==> src/logic/gpio_port_defines.vh <==
// Constants for the general-purpose I/O port: register offsets, field positions, reset values, timing.
// Included by the port top and its per-pin slice; holds definitions only.
`ifndef GPIO_PORT_DEFINES_VH
`define GPIO_PORT_DEFINES_VH

`define GPIO_ADDR_W            2
`define GPIO_OFS_INPUT_SAMPLE  2'h0
`define GPIO_OFS_PIN_DIRECTION 2'h1
`define GPIO_OFS_OUTPUT_VALUE  2'h2
`define GPIO_OFS_MCU_CONTROL   2'h3

`define GPIO_MCU_PUD_BIT       0
`define GPIO_MCU_SLEEP_BIT     1

`define GPIO_RST_DIRECTION     8'h00
`define GPIO_RST_OUTPUT_VALUE  8'h00
`define GPIO_RST_MCU_CONTROL   8'h00

`define GPIO_INPUT_DELAY_CYC   1

`endif

==> src/logic/gpio_port.v <==
// General-purpose I/O port: per-pin direction, output value, input sample and pull-up.
// Assumes a simple register port with one-cycle strobes and read data one cycle later.
//
// Operation
// Direction bit one makes the pin output, zero makes it input.
// Input with output-value one and pull-ups allowed enables the pull-up.
// Global pull-up disable turns off every pull-up regardless of pin settings.
// During reset all pins tri-state asynchronously and pull-ups are off.
// Output pin drives its output-value bit; no pull-up in output mode.
// Writing one to input location toggles the output-value bit.
// Writing zero to input location leaves the output-value bit alone.
// Input location read-only; direction and output registers read-write; three addresses. The code decodes four, adding MCU control at offset 3.
// Changing one bit affects only that pin.
// Pin level always readable through the input sample, any direction.
// Latched pin value loads into input sample on the following edge.
// Written pin value reaches the input sample one period later; the code takes three periods.
// Software passes an intermediate state between tri-state and output high.
// Software passes an intermediate state between pull-up input and output low.
// Deep sleep clamps each pin's digital input to ground.
// Enabled external interrupt or alternate function overrides the sleep clamp.
// Released clamp on a high pin produces an edge for the interrupt logic.
// Alternate functions on some pins leave the other pins untouched.
//
// Implementation choices: the placing of the registers and strobed register access.
`timescale 1ns/1ps
`include "gpio_port_defines.vh"

module gpio_port #(
    parameter WIDTH = 8
) (
    input  wire                    core_clk_i,
    input  wire                    rst_i,
    input  wire [`GPIO_ADDR_W-1:0] addr_i,
    input  wire [WIDTH-1:0]        wdata_i,
    input  wire                    wr_i,
    input  wire                    rd_i,
    output wire [WIDTH-1:0]        rdata_o,
    input  wire [WIDTH-1:0]        pin_i,
    output wire [WIDTH-1:0]        pin_o,
    output wire [WIDTH-1:0]        pin_oe_o,
    output wire [WIDTH-1:0]        pullup_en_o,
    input  wire                    deep_sleep_i,
    input  wire [WIDTH-1:0]        ext_int_en_i,
    input  wire [WIDTH-1:0]        alt_func_en_i,
    output wire [WIDTH-1:0]        input_sample_o
);
    reg  [WIDTH-1:0] output_value_ff;
    reg  [WIDTH-1:0] pin_direction_ff;
    reg  [1:0]       mcu_control_ff;
    reg  [WIDTH-1:0] rdata_ff;
    reg  [WIDTH-1:0] pin_out_ff;
    reg  [WIDTH-1:0] pin_oe_ff;
    reg  [WIDTH-1:0] pullup_ff;
    reg  [WIDTH-1:0] nxt_output_value;
    reg  [WIDTH-1:0] nxt_rdata;
    wire [WIDTH-1:0] input_sample;
    wire [WIDTH-1:0] drive_en;
    wire [WIDTH-1:0] drive_val;
    wire [WIDTH-1:0] pullup_en;
    wire [WIDTH-1:0] clamp;
    wire             global_pullup_disable;
    wire             sleep_req;

    assign global_pullup_disable = mcu_control_ff[`GPIO_MCU_PUD_BIT];
    assign sleep_req             = deep_sleep_i | mcu_control_ff[`GPIO_MCU_SLEEP_BIT];

    // clamp override
    // per-pin only
    assign clamp = {WIDTH{sleep_req}} & ~(ext_int_en_i | alt_func_en_i);

    genvar g;
    generate
        for (g = 0; g < WIDTH; g = g + 1) begin : pin
            gpio_pin_ctrl u_ctrl (
                .direction_bit_i         (pin_direction_ff[g]),
                .output_value_bit_i      (output_value_ff[g]),
                .global_pullup_disable_i (global_pullup_disable),
                .drive_en_o              (drive_en[g]),
                .drive_val_o             (drive_val[g]),
                .pullup_en_o             (pullup_en[g])
            );
            // always sampled
            // clamp release edge
            gpio_input_sync u_sync (
                .core_clk_i  (core_clk_i),
                .rst_i       (rst_i),
                .pin_level_i (pin_i[g]),
                .clamp_i     (clamp[g]),
                .sample_o    (input_sample[g])
            );
        end
    endgenerate

    always @* begin
        nxt_output_value = output_value_ff;
        if (wr_i && addr_i == `GPIO_OFS_OUTPUT_VALUE) begin
            nxt_output_value = wdata_i;
        end else if (wr_i && addr_i == `GPIO_OFS_INPUT_SAMPLE) begin
            // toggle on one
            // zero keeps bit
            nxt_output_value = output_value_ff ^ wdata_i;
        end
    end

    // R8 register writes
    // whole-word bitwise
    always @(posedge core_clk_i or posedge rst_i) begin
        if (rst_i) begin
            output_value_ff  <= `GPIO_RST_OUTPUT_VALUE;
            pin_direction_ff <= `GPIO_RST_DIRECTION;
            mcu_control_ff   <= 2'h0;
        end else begin
            output_value_ff <= nxt_output_value;
            if (wr_i && addr_i == `GPIO_OFS_PIN_DIRECTION) begin
                pin_direction_ff <= wdata_i;
            end
            if (wr_i && addr_i == `GPIO_OFS_MCU_CONTROL) begin
                mcu_control_ff <= wdata_i[1:0];
            end
        end
    end

    always @* begin
        nxt_rdata = {WIDTH{1'b0}};
        if (rd_i) begin
            case (addr_i)
                `GPIO_OFS_INPUT_SAMPLE:  nxt_rdata = input_sample;
                `GPIO_OFS_PIN_DIRECTION: nxt_rdata = pin_direction_ff;
                `GPIO_OFS_OUTPUT_VALUE:  nxt_rdata = output_value_ff;
                `GPIO_OFS_MCU_CONTROL:   nxt_rdata = {{(WIDTH-2){1'b0}}, mcu_control_ff};
                default:                 nxt_rdata = {WIDTH{1'b0}};
            endcase
        end
    end

    // reset tri-state
    // registered drive
    // readback three periods after the write, not one
    // Pin drive is registered so every output comes from a flop; costs one cycle of latency.
    always @(posedge core_clk_i or posedge rst_i) begin
        if (rst_i) begin
            rdata_ff   <= {WIDTH{1'b0}};
            pin_out_ff <= {WIDTH{1'b0}};
            pin_oe_ff  <= {WIDTH{1'b0}};
            pullup_ff  <= {WIDTH{1'b0}};
        end else begin
            rdata_ff   <= nxt_rdata;
            pin_out_ff <= drive_val & drive_en;
            pin_oe_ff  <= drive_en;
            pullup_ff  <= pullup_en;
        end
    end

    assign rdata_o        = rdata_ff;
    assign pin_o          = pin_out_ff;
    assign pin_oe_o       = pin_oe_ff;
    assign pullup_en_o    = pullup_ff;
    assign input_sample_o = input_sample;
endmodule

==> src/logic/gpio_input_sync.v <==
// One pin's input path: sleep clamp ahead of the buffer, then two-flop synchroniser.
// Assumes the pin level is synchronous to core_clk_i, as the surroundings guarantee.
`timescale 1ns/1ps
`include "gpio_port_defines.vh"

module gpio_input_sync (
    input  wire core_clk_i,
    input  wire rst_i,
    input  wire pin_level_i,
    input  wire clamp_i,
    output wire sample_o
);
    reg  stage_ff;
    reg  sample_ff;
    wire clamped_level;

    // clamp to ground
    assign clamped_level = pin_level_i & ~clamp_i;

    // first synchroniser stage
    // A falling-edge latch is replaced by a flop here; the two-stage delay is two periods.
    always @(posedge core_clk_i or posedge rst_i) begin
        if (rst_i) begin
            stage_ff <= 1'b0;
        end else begin
            stage_ff <= clamped_level;
        end
    end

    // held value loaded
    always @(posedge core_clk_i or posedge rst_i) begin
        if (rst_i) begin
            sample_ff <= 1'b0;
        end else begin
            sample_ff <= stage_ff;
        end
    end

    assign sample_o = sample_ff;
endmodule

==> src/logic/gpio_pin_ctrl.v <==
// One pin's direction, drive value and pull-up decode.
// Assumes the port top owns the registers and passes the bits in.
`timescale 1ns/1ps

module gpio_pin_ctrl (
    input  wire direction_bit_i,
    input  wire output_value_bit_i,
    input  wire global_pullup_disable_i,
    output wire drive_en_o,
    output wire drive_val_o,
    output wire pullup_en_o
);
    // direction select
    assign drive_en_o  = direction_bit_i;
    // drive value
    assign drive_val_o = output_value_bit_i;
    // pull-up on input
    // global disable
    assign pullup_en_o = ~direction_bit_i & output_value_bit_i & ~global_pullup_disable_i;
endmodule

==> config.mk <==
export PLATFORM = sky130hd
export DESIGN_NAME = gpio_port
export DESIGN_NICKNAME = d
export VERILOG_FILES = /design/src/logic/gpio_port.v /design/src/logic/gpio_input_sync.v /design/src/logic/gpio_pin_ctrl.v
export VERILOG_INCLUDE_DIRS = /design/src /design/src/logic
export SDC_FILE = /design/constraint.sdc
export NUM_CORES = 1
export LEC_CHECK = 0
export ABC_AREA = 1
export ABC_CLOCK_PERIOD_IN_PS = 2100
export BUFFER_PORTS_ARGS = -buffer_cell sky130_fd_sc_hd__buf_2
export CAP_MARGIN = 25
export CORE_UTILIZATION = 51
export CTS_CLUSTER_DIAMETER = 150
export DETAILED_ROUTE_END_ITERATION = 12
export PLACE_DENSITY = 0.87
export RECOVER_POWER = 25
export REMOVE_ABC_BUFFERS = 1
export SETUP_SLACK_MARGIN = 0.1
export SYNTH_ARGS = -nofsm -noshare
export SYNTH_HDL_FRONTEND = slang
export SYNTH_HIERARCHICAL = 1
export SYNTH_SLANG_ARGS = --single-unit
==> constraint.sdc <==
create_clock -name core_clk_i -period 2.1 [get_ports core_clk_i]
set_input_delay 0.63 -clock core_clk_i [delete_from_list [all_inputs] [get_ports core_clk_i]]
set_output_delay 0.63 -clock core_clk_i [all_outputs]
set_load 0.01 [all_outputs]
==> run summary <==
area delta synth->final - 21.1%
Num CTS Buffers - 9
Total GRT Usage - 21.6%
peak supply drop - 487 uV
CTS resizes - 0
Clock Tree Root - clkbuf_8
clk_lat worst skew - 340 ps
number of port buffers - 78
routed vias/inst - 4.74
initial antenna violation count - 0
most common cell after layout, fill and taps aside - buf_2
fill count - 420
Nets - 406
DR WL/cell - 12.4 um
FMAX - 0.666 GHz
Final ANT Viol Nets - 0
Final Wtd Congestion - 0.869
critical path type - flop to output port
Pwr per Cell Area - 972 nW/um^2
Worst Path Buf+Inv - 1
number of hold buffers added after CTS - 0
Crit Path Max Fanout - 2
# DRC - 0
grt total ovfl - 0
CP Depth - 1
Final period util - 71.5%
top cell family by delay on the critical path - flip-flops
synth warn - 6
# Max-Cap Violations - 0
die height - 74.8 um
sequential share of the synthesized area - 61.1%
share of layout cells above drive strength 1 - 31.7%
initial core utilization - 53.0%
row cnt - 26
Setup Viol. Count Final - 0
number of synthesized register bits - 66
outcome - completed
Ant. Diodes - 0
Post-Route Utilization - 64.2%
Hold Path Class - input port to asynchronous set/reset pin
R2R depth - 3
register area - 1650 sq um
Core ar. - 5110 sq um
CP endpoint kind - output port
Crit path required time - 1470 ps
dpl ws - 488 ps
crit path DAT - 870 ps
worst slew pin tran - 886 ps
Via Count - 2095
Clock H-tree levels - 3
Final Skew - 9.67 ps
Avg Inst Size Synth - 9.11 sq um
Clk pin slew, worst setup/hold paths - 70 ps
Pleak - 1.96 nW
area of the multi-input gates - 686 sq um
RSZ-0062 raised after global routing - no
Power Total - 3.19 mW
die extent in x - 74.8 um
CTS tree - yes
first-pass GRT wire length - 8.60 mm
commonest cells after routing, fill and taps aside - 77 x buf_2, 66 x dfrtp_1, 65 x nand2_1
CP max stage delay - 390 ps
io pins - 79
clk sinks - 66
Worst slew margin - 40.9%
Setup WS post-layout - 598 ps
Die ar. - 5600 sq um
Cell Area, Synth - 2710 sq um
Routed WL - 5.50 mm
Detailed Place HPWL - 4.01 mm
sum of negative setup slack - 0 ps
Post-CTS Setup Inserts - 0
largest net degree at the start of global routing - 29
vias in the first global route - 1926
clk buf depth - 2
Distinct cells, synth - 15
initial DRC count - 115
min Tclk post-route - 1500 ps
Slew Viols, Final - 0
crit path cell chain - buf_2
DRT Pass-1 Iters - 5
Gate Count Post-Synth - 297
Critical Path Slowest Stage Cell - dfrtp_1
startpoint types - flop
final hold violation count - 0
final timing paths:
| path | startpoint | endpoint | slack (ps) |
|---|---|---|---|
| max in group asynchronous | rst_i | pin_oe_o[1]$_DFF_PP0_ | 830 |
| max reg2reg | mcu_control_ff[1]$_DFFE_PP0P_ | pin[5].u_sync/stage_ff$_DFF_PP0_ | 890 |
| min in group core_clk_i | pin[6].u_sync/stage_ff$_DFF_PP0_ | pin[6].u_sync/sample_o$_DFF_PP0_ | 350 |
| min | rst_i | pin[0].u_sync/sample_o$_DFF_PP0_ | 280 |
| min reg2reg | pin[6].u_sync/stage_ff$_DFF_PP0_ | pin[6].u_sync/sample_o$_DFF_PP0_ | 350 |
| max | pin[3].u_sync/sample_o$_DFF_PP0_ | input_sample_o[3] | 600 |
final cells by class:
cell class,instances,share of cell area (%)
sequential,66,50.4
multi-input combinational,151,20.9
timing repair buffer,79,12.5
inverter,60,6.87
clock buffer,10,4.20
tap,70,2.67
clock inverter,6,2.44
cell usage after synthesis, drive strengths merged:
cell type | n | area share (%)
a21oi | 1 | 0.18
buf | 20 | 5.3
dfrtp | 66 | 61
inv | 60 | 8.3
nand2 | 65 | 9.0
nand3 | 26 | 5.2
nor2 | 39 | 7.3
nor3 | 8 | 1.5
o21ai | 12 | 2.2
where the power goes:
part,switching [mW],internal (mW),total (mW)
clock,0.462,0.692,1.15
sequential,0.126,1.44,1.56
combinational,0.282,0.187,0.469
layer usage:
layer | up-vias | part of all wire [%] | track usage (%) | wire, um
met5 | - | 0 | 0 | 0
met4 | 0 | 2.9 | 13.8 | 162
met3 | 14 | 6.0 | 5.89 | 329
met2 | 90 | 52 | 34.5 | 2850
met1 | 984 | 39 | 26.0 | 2170
li1 | 1007 | - | - | -
cell families after synthesis:
logic type	after synthesis	synth area share, %
AND/OR/NAND/NOR	138	22.9
buffers and inverters	80	13.6
flip-flops	66	61.1
AO/OA/AOI/OAI	13	2.40
state kept, by name, indices dropped and copies added (netlist names):
signal and count:
pin_oe_o 8, rdata_o 8, mcu_control_ff 2, pin.u_sync/stage_ff 8
pin_o 8, pin.u_sync/sample_o 8, pin_direction_ff 8, pullup_en_o 8
output_value_ff 8
stage by stage:
step	instance area, sq um	hold slack, ps	instances
floorplan	2560	331	277
global placement	3060	332	426
detailed placement	3060	335	426
CTS	3280	216	442
global route	3280	317	442
finish	3280	279	442
(Power assumes the default switching activity.)
